`config.mk`:
```
export PLATFORM = sky130hd
export DESIGN_NAME = csw_decoder
export DESIGN_NICKNAME = d
export VERILOG_FILES = /design/src/core/csw_pkg.sv /design/src/core/csw_decoder.sv
export SDC_FILE = /design/constraint.sdc
export NUM_CORES = 1
export LEC_CHECK = 0
export ABC_AREA = 1
export CAP_MARGIN = 0
export CORE_ASPECT_RATIO = 0.5
export CORE_MARGIN = 10
export CORE_UTILIZATION = 60
export DETAILED_ROUTE_END_ITERATION = 6
export DONT_BUFFER_PORTS = 1
export GPL_TIMING_DRIVEN = 0
export PLACE_DENSITY = 0.76
export SLEW_MARGIN = 20
export SYNTH_ARGS = -nofsm -noshare
export SYNTH_HDL_FRONTEND = slang
export SYNTH_SLANG_ARGS = --single-unit
```
`constraint.sdc`:
```
create_clock -name i_clock -period 9.08 [get_ports i_clock]
set_input_delay 0 -clock i_clock [delete_from_list [all_inputs] [get_ports i_clock]]
set_output_delay 0 -clock i_clock [all_outputs]
set_load 0.05 [all_outputs]
```
`src/core/csw_pkg.sv`:
```
`default_nettype none
package csw_pkg;
	// Number of chip select outputs and register field layout.
	localparam int CSW_NUM_SEL = 4;
	localparam int CSW_CTL_IO_BIT = 4;
	localparam int CSW_CTL_EN_BIT = 3;
	localparam int CSW_CTL_WAIT_LO = 5;
	localparam int CSW_CTL_WAIT_HI = 7;
	localparam int CSW_MODE_CLK_LO = 0;
	localparam int CSW_MODE_CLK_HI = 3;
	localparam int CSW_MODE_FMT_LO = 4;
	localparam int CSW_MODE_FMT_HI = 5;

	// Byte offsets: each select owns a block of four words.
	localparam logic [7:0] CSW_OFF_CTL = 8'h00;
	localparam logic [7:0] CSW_OFF_LBR = 8'h04;
	localparam logic [7:0] CSW_OFF_UBR = 8'h08;
	localparam logic [7:0] CSW_OFF_MODE = 8'h0C;
	localparam logic [7:0] CSW_OFF_STATUS = 8'h40;

	// Reset values of the per-select registers.
	localparam logic [7:0] CSW_CTL0_RST = 8'h08;
	localparam logic [7:0] CSW_CTL_RST = 8'h00;
	localparam logic [7:0] CSW_LBR_RST = 8'h00;
	localparam logic [7:0] CSW_UBR0_RST = 8'hFF;
	localparam logic [7:0] CSW_UBR_RST = 8'h00;
	localparam logic [7:0] CSW_MODE_RST = 8'h01;

	// On-chip peripheral I/O window, compared on address bits 15:7.
	localparam logic [8:0] CSW_IO_ONCHIP = 9'h001;

	// AXI responses.
	localparam logic [1:0] CSW_RESP_OKAY = 2'h0;
	localparam logic [1:0] CSW_RESP_SLVERR = 2'h2;

	// Bus signal formats.
	typedef enum logic [1:0] {
		CSW_FMT_NATIVE = 2'h0,
		CSW_FMT_THREE = 2'h1,
		CSW_FMT_MUX = 2'h2,
		CSW_FMT_RSVD = 2'h3
	} csw_fmt_t;

	// Access sequencer states.
	typedef enum logic [5:0] {
		CSW_ST_IDLE = 6'b00_0001,
		CSW_ST_T1 = 6'b00_0010,
		CSW_ST_T2 = 6'b00_0100,
		CSW_ST_WAIT = 6'b00_1000,
		CSW_ST_T3 = 6'b01_0000,
		CSW_ST_DONE = 6'b10_0000
	} csw_state_t;
endpackage : csw_pkg
`default_nettype wire

```
`src/core/csw_decoder.sv`:
```
// Behaviour
// - four selects, each memory or I/O only.
// - control bit 4 picks space, resets memory.
// - select asserts only with enable bit set.
// - memory match when lower<=A[23:16]<=upper.
// - lowest numbered matching select wins.
// - memory match drives select, memory request, strobe.
// - select 0 spans all; other bounds reset zero.
// - I/O match when A[15:8] equals lower bound.
// - I/O decode ignores upper byte, page base.
// - no I/O select for 0080h to 00FFh.
// - I/O match drives select, I/O request, strobe.
// - control bits 7:5 add zero to seven waits.
// - low wait input stalls until it rises.
// - decoding continues for granted external master.
// - per-select bus format and clocks per state.
// - every select defaults to native format.
// - three-state format: 1 to 15 clocks per state.
`default_nettype none
module csw_decoder
	import csw_pkg::*;
(
	// Clock and reset.
	input wire logic i_clock,
	input wire logic i_resetn,
	// AXI4-Lite register slave.
	input wire logic [7:0] i_awaddr,
	input wire logic i_awvalid,
	output logic o_awready,
	input wire logic [31:0] i_wdata,
	input wire logic [3:0] i_wstrb,
	input wire logic i_wvalid,
	output logic o_wready,
	output logic [1:0] o_bresp,
	output logic o_bvalid,
	input wire logic i_bready,
	input wire logic [7:0] i_araddr,
	input wire logic i_arvalid,
	output logic o_arready,
	output logic [31:0] o_rdata,
	output logic [1:0] o_rresp,
	output logic o_rvalid,
	input wire logic i_rready,
	// CPU access request, same clock domain.
	input wire logic i_cpu_req,
	input wire logic [23:0] i_cpu_addr,
	input wire logic i_cpu_io,
	input wire logic i_cpu_write,
	input wire logic i_bus_grant_n,
	output logic o_cpu_done,
	// External master pins, sampled while the bus is granted.
	input wire logic [23:0] i_ext_addr,
	input wire logic i_ext_memory_request_n,
	input wire logic i_ext_io_request_n,
	input wire logic i_ext_read_n,
	input wire logic i_ext_write_n,
	// External wait pin.
	input wire logic i_wait_n,
	// Bus outputs.
	output logic o_select_0_n,
	output logic o_select_1_n,
	output logic o_select_2_n,
	output logic o_select_3_n,
	output logic o_memory_request_n,
	output logic o_io_request_n,
	output logic o_read_n,
	output logic o_write_n,
	output logic o_ale,
	output logic o_addr_on_data
);

	// Returns 1 when select i matches the given access.
	function automatic logic sel_match(input logic [7:0] ctl,
		input logic [7:0] lbr, input logic [7:0] ubr,
		input logic [23:0] addr, input logic is_io);
		logic hit;
		hit = 1'b0;
		if (ctl[CSW_CTL_EN_BIT]) begin
			if (ctl[CSW_CTL_IO_BIT]) begin
				// Bits 15:8 meet the lower bound, bits 15:7 the on-chip window; the upper byte is unused.
				hit = is_io && (addr[15:8] == lbr) &&
					(addr[15:7] != CSW_IO_ONCHIP);
			end else begin
				hit = !is_io && (addr[23:16] >= lbr) &&
					(addr[23:16] <= ubr);
			end
		end
		return hit;
	endfunction : sel_match

	// Per-select configuration registers.
	logic [7:0] ctl_r [CSW_NUM_SEL]; // Enable, space and wait count.
	logic [7:0] lbr_r [CSW_NUM_SEL]; // Lower bound.
	logic [7:0] ubr_r [CSW_NUM_SEL]; // Upper bound.
	logic [7:0] mode_r [CSW_NUM_SEL]; // Bus format and clocks per state.

	// AXI slave state.
	logic aw_held_r; // Write address taken and waiting.
	logic [7:0] aw_addr_r; // Captured write address.
	logic w_held_r; // Write data taken and waiting.
	logic [31:0] w_data_r; // Captured write data.
	logic [3:0] w_strb_r; // Captured byte enables.

	// Synchronisers for pins from outside the clock domain.
	logic wait_s1_r; // First stage, read by second stage only.
	logic wait_s2_r; // Usable wait level, low means stall.
	logic [27:0] ext_s1_r; // First stage of external master pins.
	logic [27:0] ext_s2_r; // Usable external master pins.

	// Sequencer state and latched access.
	csw_state_t state_r, state_nxt;
	logic [3:0] cnt_r; // Clocks left in the current bus state.
	logic [2:0] wcnt_r; // Programmed waits left.
	logic hit_r; // The access matched a select.
	logic [1:0] sel_r; // Index of the winning select.
	logic io_r; // The access is an I/O access.
	logic wr_r; // The access is a write.
	csw_fmt_t fmt_r; // Bus format of the winning select.
	logic [3:0] len_r; // Clocks per state of the winning select.
	logic [2:0] wst_r; // Wait count of the winning select.
	logic [3:0] sel_n_r; // Registered select outputs.

	// Live access request, from the CPU or the granted master.
	logic req_now, io_now, wr_now;
	logic [23:0] addr_now;
	logic dec_hit;
	logic [1:0] dec_sel;
	logic [3:0] dec_len;
	logic [2:0] dec_wst;
	csw_fmt_t dec_fmt;

	// Register writes happen when both address and data are held.
	logic wr_go;
	logic [1:0] wr_idx;
	assign wr_go = aw_held_r && w_held_r && !o_bvalid;
	assign wr_idx = aw_addr_r[5:4];

	// Pick the requester: the external master while granted.
	always_comb begin
		if (!i_bus_grant_n) begin
			addr_now = ext_s2_r[23:0];
			io_now = !ext_s2_r[25];
			wr_now = !ext_s2_r[27];
			req_now = (!ext_s2_r[24] || !ext_s2_r[25]) &&
				(!ext_s2_r[26] || !ext_s2_r[27]);
		end else begin
			addr_now = i_cpu_addr;
			io_now = i_cpu_io;
			wr_now = i_cpu_write;
			req_now = i_cpu_req;
		end
	end

	// Priority decode across the four selects.
	always_comb begin
		dec_hit = 1'b0;
		dec_sel = 2'h0;
		for (int i = CSW_NUM_SEL - 1; i >= 0; i--) begin
			if (sel_match(ctl_r[i], lbr_r[i], ubr_r[i], addr_now,
				io_now)) begin
				dec_hit = 1'b1;
				dec_sel = 2'(i);
			end
		end
		dec_fmt = csw_fmt_t'(mode_r[dec_sel][CSW_MODE_FMT_HI:
			CSW_MODE_FMT_LO]);
		dec_len = mode_r[dec_sel][CSW_MODE_CLK_HI:CSW_MODE_CLK_LO];
		if (dec_len == 4'h0) begin
			dec_len = 4'h1;
		end
		dec_wst = ctl_r[dec_sel][CSW_CTL_WAIT_HI:CSW_CTL_WAIT_LO];
	end

	// Two-flop synchronisers for the wait pin and master pins.
	always_ff @(posedge i_clock) begin
		if (!i_resetn) begin
			wait_s1_r <= 1'b1;
			wait_s2_r <= 1'b1;
			ext_s1_r <= 28'hFFF_FFFF;
			ext_s2_r <= 28'hFFF_FFFF;
		end else begin
			wait_s1_r <= i_wait_n;
			wait_s2_r <= wait_s1_r;
			ext_s1_r <= {i_ext_write_n, i_ext_read_n,
				i_ext_io_request_n, i_ext_memory_request_n, i_ext_addr};
			ext_s2_r <= ext_s1_r;
		end
	end

	// Next state of the access sequencer.
	always_comb begin
		state_nxt = state_r;
		case (state_r)
			CSW_ST_IDLE: begin
				if (req_now && !dec_hit) begin
					state_nxt = CSW_ST_DONE;
				end else if (req_now && dec_fmt == CSW_FMT_THREE) begin
					state_nxt = CSW_ST_T1;
				end else if (req_now && dec_fmt == CSW_FMT_MUX) begin
					state_nxt = CSW_ST_T1;
				end else if (req_now) begin
					state_nxt = CSW_ST_WAIT;
				end
			end
			CSW_ST_T1: begin
				if (cnt_r == 4'h0) begin
					state_nxt = CSW_ST_T2;
				end
			end
			CSW_ST_T2: begin
				if (cnt_r == 4'h0 && (wst_r != 3'h0 || !wait_s2_r)) begin
					state_nxt = CSW_ST_WAIT;
				end else if (cnt_r == 4'h0) begin
					state_nxt = CSW_ST_T3;
				end
			end
			CSW_ST_WAIT: begin
				// Leave only when waits are spent and the pin is high.
				if (wcnt_r == 3'h0 && wait_s2_r) begin
					state_nxt = (fmt_r == CSW_FMT_THREE ||
						fmt_r == CSW_FMT_MUX) ? CSW_ST_T3 : CSW_ST_DONE;
				end
			end
			CSW_ST_T3: begin
				if (cnt_r == 4'h0) begin
					state_nxt = CSW_ST_DONE;
				end
			end
			CSW_ST_DONE: begin
				// Hold until the request drops so it is not taken twice.
				if (!req_now) begin
					state_nxt = CSW_ST_IDLE;
				end
			end
			default: begin
				state_nxt = CSW_ST_IDLE;
			end
		endcase
	end

	// Sequencer state register.
	always_ff @(posedge i_clock) begin
		if (!i_resetn) begin
			state_r <= CSW_ST_IDLE;
		end else begin
			state_r <= state_nxt;
		end
	end

	// Latch the decoded access when it starts.
	always_ff @(posedge i_clock) begin
		if (!i_resetn) begin
			hit_r <= 1'b0;
			sel_r <= 2'h0;
			io_r <= 1'b0;
			wr_r <= 1'b0;
			fmt_r <= CSW_FMT_NATIVE;
			len_r <= 4'h1;
			wst_r <= 3'h0;
		end else if (state_r == CSW_ST_IDLE && req_now) begin
			hit_r <= dec_hit;
			sel_r <= dec_sel;
			io_r <= io_now;
			wr_r <= wr_now;
			fmt_r <= dec_fmt;
			len_r <= dec_len;
			wst_r <= dec_wst;
		end
	end

	// Clocks per bus state and programmed wait counters.
	always_ff @(posedge i_clock) begin
		if (!i_resetn) begin
			cnt_r <= 4'h0;
			wcnt_r <= 3'h0;
		end else begin
			if (state_r == CSW_ST_IDLE) begin
				cnt_r <= dec_len - 4'h1;
				wcnt_r <= dec_wst;
			end else if (state_nxt != state_r) begin
				cnt_r <= len_r - 4'h1;
			end else if (cnt_r != 4'h0) begin
				cnt_r <= cnt_r - 4'h1;
			end
			// The first WAIT clock counts as the first wait.
			if (state_r == CSW_ST_T2 && state_nxt == CSW_ST_WAIT) begin
				wcnt_r <= (wst_r == 3'h0) ? 3'h0 : wst_r - 3'h1;
			end else if (state_r == CSW_ST_WAIT && wcnt_r != 3'h0) begin
				wcnt_r <= wcnt_r - 3'h1;
			end
		end
	end

	// Bus pin outputs, registered from the next state.
	always_ff @(posedge i_clock) begin
		logic act;
		logic strb;
		logic hit;
		logic io;
		logic wr;
		logic [1:0] sel;
		csw_fmt_t fmt;
		act = 1'b0;
		strb = 1'b0;
		hit = (state_r == CSW_ST_IDLE) ? dec_hit : hit_r;
		io = (state_r == CSW_ST_IDLE) ? io_now : io_r;
		wr = (state_r == CSW_ST_IDLE) ? wr_now : wr_r;
		sel = (state_r == CSW_ST_IDLE) ? dec_sel : sel_r;
		fmt = (state_r == CSW_ST_IDLE) ? dec_fmt : fmt_r;
		if (!i_resetn) begin
			sel_n_r <= 4'hF;
			o_memory_request_n <= 1'b1;
			o_io_request_n <= 1'b1;
			o_read_n <= 1'b1;
			o_write_n <= 1'b1;
			o_ale <= 1'b0;
			o_addr_on_data <= 1'b0;
			o_cpu_done <= 1'b0;
		end else begin
			act = hit && (state_nxt == CSW_ST_T1 ||
				state_nxt == CSW_ST_T2 || state_nxt == CSW_ST_WAIT ||
				state_nxt == CSW_ST_T3);
			strb = act && state_nxt != CSW_ST_T1;
			sel_n_r <= act ? ~(4'h1 << sel) : 4'hF;
			o_memory_request_n <= !(strb && !io);
			o_io_request_n <= !(strb && io);
			o_read_n <= !(strb && !wr);
			o_write_n <= !(strb && wr);
			o_ale <= act && state_nxt == CSW_ST_T1 && fmt == CSW_FMT_MUX;
			o_addr_on_data <= act && state_nxt == CSW_ST_T1 &&
				fmt == CSW_FMT_MUX;
			o_cpu_done <= state_nxt == CSW_ST_DONE &&
				state_r != CSW_ST_DONE;
		end
	end

	assign o_select_0_n = sel_n_r[0];
	assign o_select_1_n = sel_n_r[1];
	assign o_select_2_n = sel_n_r[2];
	assign o_select_3_n = sel_n_r[3];

	// AXI write channels: address and data taken in either order.
	always_ff @(posedge i_clock) begin
		if (!i_resetn) begin
			aw_held_r <= 1'b0;
			aw_addr_r <= 8'h00;
			w_held_r <= 1'b0;
			w_data_r <= 32'h0000_0000;
			w_strb_r <= 4'h0;
			o_bvalid <= 1'b0;
			o_bresp <= CSW_RESP_OKAY;
		end else begin
			if (i_awvalid && o_awready) begin
				aw_held_r <= 1'b1;
				aw_addr_r <= i_awaddr;
			end
			if (i_wvalid && o_wready) begin
				w_held_r <= 1'b1;
				w_data_r <= i_wdata;
				w_strb_r <= i_wstrb;
			end
			if (wr_go) begin
				aw_held_r <= 1'b0;
				w_held_r <= 1'b0;
				o_bvalid <= 1'b1;
				o_bresp <= (aw_addr_r[7:6] == 2'h0 &&
					aw_addr_r[1:0] == 2'h0) ? CSW_RESP_OKAY : CSW_RESP_SLVERR;
			end else if (o_bvalid && i_bready) begin
				o_bvalid <= 1'b0;
			end
		end
	end

	// Ready is high while the matching holding slot is empty.
	always_ff @(posedge i_clock) begin
		if (!i_resetn) begin
			o_awready <= 1'b0;
			o_wready <= 1'b0;
		end else begin
			o_awready <= !aw_held_r && !(i_awvalid && o_awready);
			o_wready <= !w_held_r && !(i_wvalid && o_wready);
		end
	end

	// Configuration registers; byte lane 0 carries the data.
	always_ff @(posedge i_clock) begin
		if (!i_resetn) begin
			for (int i = 0; i < CSW_NUM_SEL; i++) begin
				ctl_r[i] <= (i == 0) ? CSW_CTL0_RST : CSW_CTL_RST;
				lbr_r[i] <= CSW_LBR_RST;
				ubr_r[i] <= (i == 0) ? CSW_UBR0_RST : CSW_UBR_RST;
				mode_r[i] <= CSW_MODE_RST;
			end
		end else if (wr_go && w_strb_r[0] && aw_addr_r[7:6] == 2'h0) begin
			case ({aw_addr_r[3:2], 2'h0})
				CSW_OFF_CTL[3:0]: ctl_r[wr_idx] <= w_data_r[7:0];
				CSW_OFF_LBR[3:0]: lbr_r[wr_idx] <= w_data_r[7:0];
				CSW_OFF_UBR[3:0]: ubr_r[wr_idx] <= w_data_r[7:0];
				CSW_OFF_MODE[3:0]: mode_r[wr_idx] <= w_data_r[7:0];
				default: begin
				end
			endcase
		end
	end

	// AXI read channel: one-cycle answer after the address is taken.
	always_ff @(posedge i_clock) begin
		if (!i_resetn) begin
			o_arready <= 1'b0;
			o_rvalid <= 1'b0;
			o_rdata <= 32'h0000_0000;
			o_rresp <= CSW_RESP_OKAY;
		end else begin
			o_arready <= !o_rvalid && !(i_arvalid && o_arready);
			if (i_arvalid && o_arready) begin
				o_rvalid <= 1'b1;
				o_rresp <= CSW_RESP_OKAY;
				o_rdata <= 32'h0000_0000;
				if (i_araddr[1:0] != 2'h0) begin
					o_rresp <= CSW_RESP_SLVERR;
				end else if (i_araddr == CSW_OFF_STATUS) begin
					// Live sequencer view for software.
					o_rdata <= {24'h00_0000, 1'b0, wr_r, io_r, hit_r,
						~(state_r == CSW_ST_IDLE), 1'b0, sel_r};
				end else if (i_araddr[7:6] == 2'h0) begin
					case ({i_araddr[3:2], 2'h0})
						CSW_OFF_CTL[3:0]: o_rdata[7:0] <= ctl_r[i_araddr[5:4]];
						CSW_OFF_LBR[3:0]: o_rdata[7:0] <= lbr_r[i_araddr[5:4]];
						CSW_OFF_UBR[3:0]: o_rdata[7:0] <= ubr_r[i_araddr[5:4]];
						default: o_rdata[7:0] <= mode_r[i_araddr[5:4]];
					endcase
				end else begin
					o_rresp <= CSW_RESP_SLVERR;
				end
			end else if (o_rvalid && i_rready) begin
				o_rvalid <= 1'b0;
			end
		end
	end

endmodule : csw_decoder
`default_nettype wire

```
==> results.yml, run 1 <==
run_status:
  outcome: "finished with violations"
  violations: "design-rule violations"
yosys:
  avgSynthCellArea_um2: 8.01
  yosys.area_share.simple: 0.246
  synthFlopType: "edfxtp_1"
  synthDominantCellAreaShare: 0.288
  synth_common_cells: "297 x nand2_1, 201 x nor2_1, 194 x inv_1, 128 x edfxtp_1, 125 x o21ai_0"
  synthMuxAreaShare: 0.00235
  synth_compound_area_frac: 0.121
  yosys.cell_types.count: 53
  yosysMostFrequentCell: "nand2_1"
  synthAdderAreaFrac: 0.0647
  yosys-top-cells-area: "edfxtp_1 29%, dfxtp_1 17%, nand2_1 8.4%, ha_1 6.5%, nor2_1 5.7%"
  ys_seq_area_frac: 0.461
  syn-cell-area_mm2: 0.0133
  synth_top_family_by_area: "simple AND/OR/NAND/NOR gates"
  ys_warn_count: 0
  synth-edff-count: 128
  async_flop_share: 0
  synth-xor-area-share: 0.00591
  synth_top_cell_by_area: "edfxtp_1"
  synth_cells: 1666
  ys_ff_latch: 243
sta:
  finalSetupViolCount: 0
  hold_viol: 0
  max-slew-margin-rel: 0.253
  min_period_over_period: 0.484
  final.setup_skew_ns: 0.0248
  layout_setup_ws_ns: 4.68
  hold_slack_ns: 0.0512
  slew_viol_final: 0
  max_freq_ghz: 0.227
  tightest_slew_ns: 1.11
  setup_tns_ns: 0
  min_period_ns: 4.40
  rsz0062_at_grt: "false"
worst_setup_path:
  worstSetupStartpoint: "ext_s2_r[16]"
  critPathSlowestCell: "mux2i_1"
  r2r_end: "cnt_r[2]"
  crit_fanout: 10
  slowest_delay_ns: 0.63
  crit_top_cell: "nand2_1"
  worstPathArrival_ns: 4.87
  rrSetupSlack_ns: 4.68
  critPathLaunchType: "flop"
  cp-end-kind: "flop"
  crit_type: "flop to flop"
  crit_path_end: "cnt_r[2]"
  r2r_start: "ext_s2_r[16]"
  required_ns: 9.55
  rr_worst_depth: 31
floorplanning:
  io_pins: 168
  die_area_mm2: 0.0290
  initial_utilization: 0.612
  rows: 38
  die_x_um: 231
  die_h_um: 125
  coreArea_mm2: 0.0218
worst_hold_path:
  hold_start: "i_araddr[3]"
  hold_class: "primary input to flop"
grt:
  grt_first_pass_wirelength_um: 68200
  grt-ovfl-total: 0
  grt_max_degree: 17
  grt_usage: 0.301
  grt_pass1_vias: 11903
  antenna_found_initial: 2
layout:
  drive_gt1_frac: 0.0872
  fin_nets: 1970
  layoutNonFillerInstCount: 2102
  area_delta_synth_final_pct: 14.6
  final_core_util: 0.702
placement:
  dp.final_hpwl_um: 32400
  pre_cts_slack_ns: 4.27
  portBuffers: 0
  routabilityCongestion: 1.02
  place_inst: 1991
detailed_routing:
  avgViaCountPerCell: 5.88
  ant_nets: 0
  drt_wl_total_um: 45300
  drcViolationCount: 1
  wl_per_cell_um: 21.5
  drt_iter0_markers: 1791
  dr.pass1.iters: 7
  vias: 12350
clock_network:
  cts_tree: "yes"
  clkTransAtPathRegs_ns: 0.07
  cts.root.buffer_cell: "clkbuf_16"
  clock_latency_ns: 0.54
  cts.htree.levels: 1
  post_cts_buffers: 0
  clock-sinks: 243
  cts_resized: 0
  numCtsBuffers: 22
  clk_path_buf_depth: 3
  ctsHoldBuffers: 70
power:
  p_leak_nw: 6.52
  irDropWorstVdd_mv: 0.169
  p_per_area_mw_per_mm2: 181
run:
  cap_violations: 0
## sequential cells by signal (all words and copies together), names as in the netlist, 6 cells and up
register	flops
ctl_r	32
state_r	6
ext_s1_r	21
aw_addr_r	8
lbr_r	32
o_rdata	8
ubr_r	32
w_data_r	8
mode_r	32
ext_s2_r	21
## cell families (layout without fill, tap and decap cells)
logic type,count (synthesis),count (layout)
flops,243,243
other cells,1,28
buf+inv,308,417
mux,3,3
fa+ha+maj,69,69
xor+xnor,9,9
simple gates,742,742
compound gates,291,291
## stage by stage
step	power, mW	instance area [um2]
floorplan	1.60	13400
global placement	1.72	13800
detailed placement	1.74	13800
CTS	2.74	15300
global route	2.85	15300
finish	2.76	15300
## power by group
| group | switching, mW | internal, mW |
|---|---|---|
| Sequential | 0.0487 | 1.21 |
| Clock | 0.427 | 0.576 |
| Combinational | 0.348 | 0.158 |
## layout make-up
cell class | count | area (um2)
antenna | 2 | 5.00
buffer | 93 | 504
clock buffer | 27 | 622
clock inverter | 12 | 149
fill | 1733 | 6490
inverter | 215 | 812
multi-input combinational | 1140 | 5970
sequential | 243 | 6150
tap | 300 | 375
timing repair buffer | 70 | 701
## metal layers
layer,global-route usage,part of all wire,vias to the layer above
met5,0,0,-
met4,0.120,0.043,0
met3,0.0849,0.13,161
met2,0.488,0.45,802
met1,0.374,0.38,5673
li1,-,-,5714
## worst min-delay path by stage
stage	end	slack (ns)	cells past startpoint
after floorplan	o_rvalid	0.11	1
after global placement	ext_s1_r[9]	0.11	1
after detailed placement	ext_s1_r[13]	0.11	1
after CTS	o_rdata[2]	0.003	5
after global routing	o_rdata[2]	0.07	5
final	o_rdata[2]	0.05	5
## worst max-delay path: cells and delay by family, from the launching register on
| kind | cells | cell delay [ns] |
|---|---|---|
| mux | 1 | 0.63 |
| compound gates | 2 | 0.47 |
| flops | 1 | 0.30 |
| simple gates | 22 | 2.06 |
| buf+inv | 4 | 0.39 |
| fa+ha+maj | 2 | 0.50 |
## layout by cell type (no fill, tap or decap), types with 8 or more instances in the layout
master,count
ha_1,69
or2_2,44
edfxtp_1,128
nand3_1,96
clkbuf_1,57
buf_4,28
a21oi_1,109
nand2_2,18
o211ai_1,13
conb_1,26
o21ai_0,118
nand2_4,8
dfxtp_1,115
xor2_1,8
inv_1,194
o21ai_1,11
nor2_1,201
nand4_1,12
nor3_1,49
clkinv_1,16
clkbuf_16,24
nand2_1,297
dlygate4sd3_1,70
No activity file was read; power rests on OpenSTA's default activity.
==> run 2: changes to the inputs <==
--- a/config.mk
+++ b/config.mk
@@ -9,7 +9,7 @@
 export CAP_MARGIN = 0
 export CORE_ASPECT_RATIO = 0.5
 export CORE_MARGIN = 10
-export CORE_UTILIZATION = 60
+export CORE_UTILIZATION = 58
 export DETAILED_ROUTE_END_ITERATION = 6
 export DONT_BUFFER_PORTS = 1
 export GPL_TIMING_DRIVEN = 0
==> constraint.sdc (replaced) <==
create_clock -name i_clock -period 3.7 [get_ports i_clock]
set_input_delay 0 -clock i_clock [delete_from_list [all_inputs] [get_ports i_clock]]
set_output_delay 0 -clock i_clock [all_outputs]
set_load 0.05 [all_outputs]
==> run 2 against run 1 <==
Effect of this change:
- worst hold slack got worse by 0.026 ns
- clock skew fell by 0.0061 ns
- total power rose to 2.5 times the previous value
- flip-flop and latch count did not move
- maximum frequency rose by 18%
- combinational power rose to 2.8 times the previous value
- global-route usage fell by 0.22 points
- core utilization rose by 1.2 points
- largest power group unchanged
- first-iteration DRC count fell by 17%
- setup slack got worse by 4.7 ns
- the flow finishes with violations (design-rule violations, negative setup slack)
==> results.yml, run 2 (same netlist as run 1, synthesis figures left out) <==
run_status:
  outcome: "finished with violations"
  violations: "design-rule violations, negative setup slack"
worst_setup_path:
  worst-path-buf-inv: 2
  crit_top_cell: "nand2_4"
  worstPathArrival_ns: 4.21
  cp-end-kind: "flop"
  required_ns: 4.18
  critPathLaunchType: "flop"
  worstSetupStartpoint: "ext_s2_r[20]"
  crit_type: "flop to flop"
  slowest_delay_ns: 0.34
  cp_top_family: "simple AND/OR/NAND/NOR gates"
  critPathSlowestCell: "dfxtp_1"
  crit_fanout: 8
  r2r_start: "ext_s2_r[20]"
power:
  power_frac_clock: 0.351
  p_int_mw: 4.81
  p_leak_nw: 6.72
  power_frac_seq: 0.442
  comb_power_share: 0.207
  p_switching_mw: 2.17
  total_power_mw: 6.98
  p_per_area_mw_per_mm2: 431
  irDropWorstVdd_mv: 0.424
  switching_share: 0.311
detailed_routing:
  wl_per_cell_um: 22.4
  drt_iter0_markers: 1492
  avgViaCountPerCell: 5.93
  vias: 12693
  drt_wl_total_um: 47900
  ant_nets: 0
  drcViolationCount: 1
  dr.pass1.iters: 7
sta:
  finalSetupViolCount: 1
  max_freq_ghz: 0.268
  setup_tns_ns: -0.0354
  tightest_slew_ns: 1.14
  min_period_ns: 3.74
  slew_viol_final: 0
  max-slew-margin-rel: 0.232
  min_period_over_period: 1.01
  hold_viol: 0
  layout_setup_ws_ns: -0.0354
  final.setup_skew_ns: 0.0187
  rsz0062_at_grt: "true"
grt:
  grt-ovfl-total: 0
  grt_max_degree: 17
  grt_pass1_vias: 11919
  grt_first_pass_wirelength_um: 68200
  grt_usage: 0.299
  antenna_found_initial: 3
layout:
  fill_cells: 1689
  final_cell_mix: "261 x nand2_1, 193 x nor2_1, 192 x inv_1"
  drive_gt1_frac: 0.151
  layoutNonFillerInstCount: 2139
  final_core_util: 0.714
  layout_commonest_cell: "nand2_1"
  fin_nets: 1998
  area_delta_synth_final_pct: 21.4
run:
  cap_violations: 0
worst_hold_path:
  hold_class: "primary input to flop"
  hold_start: "i_resetn"
clock_network:
  numCtsBuffers: 23
  cts.htree.levels: 1
  clock_latency_ns: 0.55
  clk_path_buf_depth: 3
  clock-sinks: 243
  cts.root.buffer_cell: "clkbuf_16"
  clkTransAtPathRegs_ns: 0.07
  cts_tree: "yes"
floorplanning:
  initial_utilization: 0.588
  coreArea_mm2: 0.0227
  rows: 39
  die_area_mm2: 0.0298
  die_h_um: 127
  die_x_um: 234
  io_pins: 168
placement:
  routabilityCongestion: 0.991
  portBuffers: 0
  dp.final_hpwl_um: 33400
  place_inst: 1998
## run 2: changes by cell type in the layout (fill, tap and decap cells not counted), moves of 7 or more
| cell | change |
|---|---|
| nand3_1 | -13 |
| nor2_1 | -8 |
| ha_4 | +20 |
| nand2_2 | +24 |
| ha_1 | -20 |
| nand2_4 | +7 |
| nand3_2 | +9 |
| nand2_1 | -36 |
| buf_4 | +23 |
| o21ai_0 | -7 |
## run 2: through the flow
stage | setup WS (ns) | area, um2 | hold slack (ns)
2_1_floorplan | 0.0927 | 13400 | 0.105
3_3_place_gp | -1.09 | 13800 | 0.107
3_5_place_dp | -1.18 | 13800 | 0.109
4_1_cts | -0.117 | 15400 | 0.0159
5_1_grt | -0.188 | 16200 | 0.0623
6_report | -0.0354 | 16200 | 0.0254
## run 2: repair_timing
action	4_1_cts	5_1_grt
setup buffers	2	25
endpoints found under the hold margin	54	0
pin swaps	0	58
hold buffers	70	0
setup endpoints to repair	21	17
gates resized for setup	21	115
## run 2: final timing paths
path	slack [ns]	depth (start not counted)	end
worst min register to register	0.41	1	ext_s2_r[13]
worst max register to register	-0.04	30	cnt_r[2]
worst min-delay path	0.03	3	cnt_r[3]
worst max-delay path	-0.04	30	cnt_r[2]
## run 2: layer usage
| metal | vias up | part of all wire | GRT usage |
|---|---|---|---|
| li1 | 5767 | - | - |
| met1 | 5877 | 0.38 | 0.374 |
| met2 | 861 | 0.45 | 0.479 |
| met3 | 188 | 0.12 | 0.0802 |
| met4 | 0 | 0.048 | 0.130 |
| met5 | - | 0 | 0 |
## run 2: power by group through the flow
stage	Combinational, mW	Sequential [mW]	Clock (mW)
finish	1.44	3.09	2.45
global route	1.55	3.09	2.55
floorplan	0.824	3.10	0
global placement	1.10	3.13	0
detailed placement	1.14	3.13	0
CTS	1.23	3.08	2.44
## run 2: layout make-up
type,count,area (um2),area share
clock inverters,7,90.1,0.00556
clock buffers,35,682,0.0421
inverters,215,818,0.0505
multi-input cells,1140,6630,0.409
repair buffers,97,927,0.0573
well taps,307,384,0.0237
flip-flops and latches,243,6150,0.380
diodes,2,5.00,0.000309
plain buffers,93,513,0.0317
## run 2: worst register-to-register path, delay by kind of cell (launching register included)
family                   cells  cell delay [ns]
AO/OA/AOI/OAI                1             0.13
buffers and inverters        2             0.19
AND/OR/NAND/NOR             25             2.54
adder cells (fa/ha/maj)      2             0.47
flip-flops                   1             0.34
==> run 3: changes to the inputs <==
--- a/config.mk
+++ b/config.mk
@@ -13,7 +13,8 @@
 export DETAILED_ROUTE_END_ITERATION = 6
 export DONT_BUFFER_PORTS = 1
 export GPL_TIMING_DRIVEN = 0
-export PLACE_DENSITY = 0.76
+export MAX_ROUTING_LAYER = met4
+export PLACE_DENSITY = 0.78
 export SLEW_MARGIN = 20
 export SYNTH_ARGS = -nofsm -noshare
 export SYNTH_HDL_FRONTEND = slang
==> run 3 against run 2 <==
Effect of this change:
- the flow finishes with violations (negative setup slack)
- worst hold slack better by 0.033 ns
- first-iteration DRC count up 23%
- cell area down 0.46%
- critical endpoint unchanged
- total power down 0.98%
- via count up 0.77%
- register-to-register slack about the same
- core utilization down 0.33 points
==> results.yml, run 3 (same netlist as run 1, synthesis figures left out) <==
worst_setup_path:
  crit_top_cell: "nand2_4"
  required_ns: 4.18
  cp-end-kind: "flop"
  rr_worst_depth: 29
  critPathLaunchType: "flop"
  crit_path_end: "cnt_r[2]"
  r2r_end: "cnt_r[2]"
  slowest_delay_ns: 0.33
  rrSetupSlack_ns: -0.03
  worstPathArrival_ns: 4.21
  worstSetupStartpoint: "ext_s2_r[21]"
  crit_type: "flop to flop"
  critPathSlowestCell: "dfxtp_1"
  r2r_start: "ext_s2_r[21]"
  crit_fanout: 8
grt:
  antenna_found_initial: 3
  grt_pass1_vias: 12092
  grt-ovfl-total: 0
  grt_max_degree: 17
  grt_usage: 0.305
  grt_first_pass_wirelength_um: 68400
detailed_routing:
  drt_iter0_markers: 1839
  drt_wl_total_um: 46200
  drcViolationCount: 0
  ant_nets: 0
  vias: 12791
  dr.pass1.iters: 6
  wl_per_cell_um: 21.5
  avgViaCountPerCell: 5.94
floorplanning:
  rows: 39
  initial_utilization: 0.588
  die_h_um: 127
  die_area_mm2: 0.0298
  die_x_um: 234
  coreArea_mm2: 0.0227
  io_pins: 168
power:
  power_frac_clock: 0.348
  switching_share: 0.312
  p_switching_mw: 2.15
  irDropWorstVdd_mv: 0.335
  p_int_mw: 4.76
  power_frac_seq: 0.446
  p_per_area_mw_per_mm2: 429
  p_leak_nw: 6.75
  comb_power_share: 0.206
sta:
  setup_tns_ns: -0.0264
  min_period_ns: 3.73
  hold_viol: 0
  final.setup_skew_ns: 0.0261
  slew_viol_final: 0
  finalSetupViolCount: 1
  hold_slack_ns: 0.0588
  rsz0062_at_grt: "true"
  layout_setup_ws_ns: -0.0264
  tightest_slew_ns: 1.11
  max_freq_ghz: 0.268
  min_period_over_period: 1.01
  max-slew-margin-rel: 0.253
layout:
  layout_commonest_cell: "nand2_1"
  final_cell_mix: "260 x nand2_1, 195 x nor2_1, 189 x inv_1"
  design_area_mm2: 0.0161
  drive_gt1_frac: 0.154
  area_delta_synth_final_pct: 20.9
  fin_nets: 2009
  final_core_util: 0.710
clock_network:
  clk_path_buf_depth: 3
  clkTransAtPathRegs_ns: 0.07
  cts_tree: "yes"
  cts.root.buffer_cell: "clkbuf_16"
  clock_latency_ns: 0.55
  cts.htree.levels: 1
  numCtsBuffers: 23
  clock-sinks: 243
placement:
  portBuffers: 0
  routabilityCongestion: 1.03
  dpl-instance-area_mm2: 0.0138
  dp.final_hpwl_um: 32500
worst_hold_path:
  hold_start: "i_resetn"
  hold_class: "primary input to flop"
run:
  cap_violations: 0
run_status:
  violations: "negative setup slack"
  outcome: "finished with violations"
run 3: changes by cell type in the layout (fill, tap and decap cells not counted), moves of 4 or more:
cell,change
ha_4,-10
ha_1,+9
buf_4,+7
clkbuf_8,-6
nand2_4,+5
a21oi_1,-4
a21oi_2,+4
nand2_8,-4
run 3: routing by layer:
| metal | GRT usage | up-vias | wire length, um |
|---|---|---|---|
| li1 | - | 5783 | - |
| met1 | 0.384 | 5979 | 17800 |
| met2 | 0.479 | 828 | 20700 |
| met3 | 0.0603 | 201 | 5440 |
| met4 | 0.115 | 0 | 2250 |
| met5 | - | - | 0 |
run 3: metrics by stage:
step                      total power [mW]  cells  setup WS, ns
after global routing                  7.15   2151        -0.230
after detailed placement              4.25   1998         -1.13
after floorplan                       3.92   1691        0.0927
final                                 6.91   2153       -0.0264
after CTS                             6.71   2124       -0.0260
after global placement                4.22   1998         -1.02
run 3: worst max-delay path, delay by kind of cell, from the launching register on:
family | cells | cell delay [ns]
flip-flops | 1 | 0.33
AO/OA/AOI/OAI | 2 | 0.29
AND/OR/NAND/NOR | 24 | 2.51
buffers and inverters | 1 | 0.14
adder cells (fa/ha/maj) | 2 | 0.39
run 3: worst min-delay path by stage:
stage	to	slack, ns	cells past startpoint
finish	cnt_r[1]	0.06	3
global route	cnt_r[0]	0.10	3
CTS	cnt_r[0]	0.04	3
detailed placement	ext_s1_r[11]	0.11	1
global placement	wait_s1_r	0.11	1
floorplan	o_rvalid	0.11	1
run 3: area by class of cell:
type / instances / area [um2]
multi-input combinational: 1140 / 6480
fill: 1696 / 6570
inverter: 215 / 818
sequential: 243 / 6150
clock buffer: 26 / 587
antenna: 5 / 12.5
timing repair buffer: 108 / 1010
buffer: 93 / 512
tap: 307 / 384
clock inverter: 16 / 166
run 3: what timing repair did:
action / CTS / global route
setup endpoints to repair: 21 / 17
hold buffers: 72 / 0
hold endpoints to repair: 55 / 0
setup buffers: 12 / 25
gates cloned: 0 / 1
pin swaps: 5 / 42
gates resized for setup: 38 / 86
run 3: power by group through the flow:
stage / Clock (mW) / Combinational, mW / Sequential (mW)
3_5_place_dp: 0 / 1.12 / 3.13
5_1_grt: 2.51 / 1.54 / 3.09
2_1_floorplan: 0 / 0.824 / 3.10
3_3_place_gp: 0 / 1.09 / 3.13
6_report: 2.40 / 1.42 / 3.08
4_1_cts: 2.40 / 1.23 / 3.07
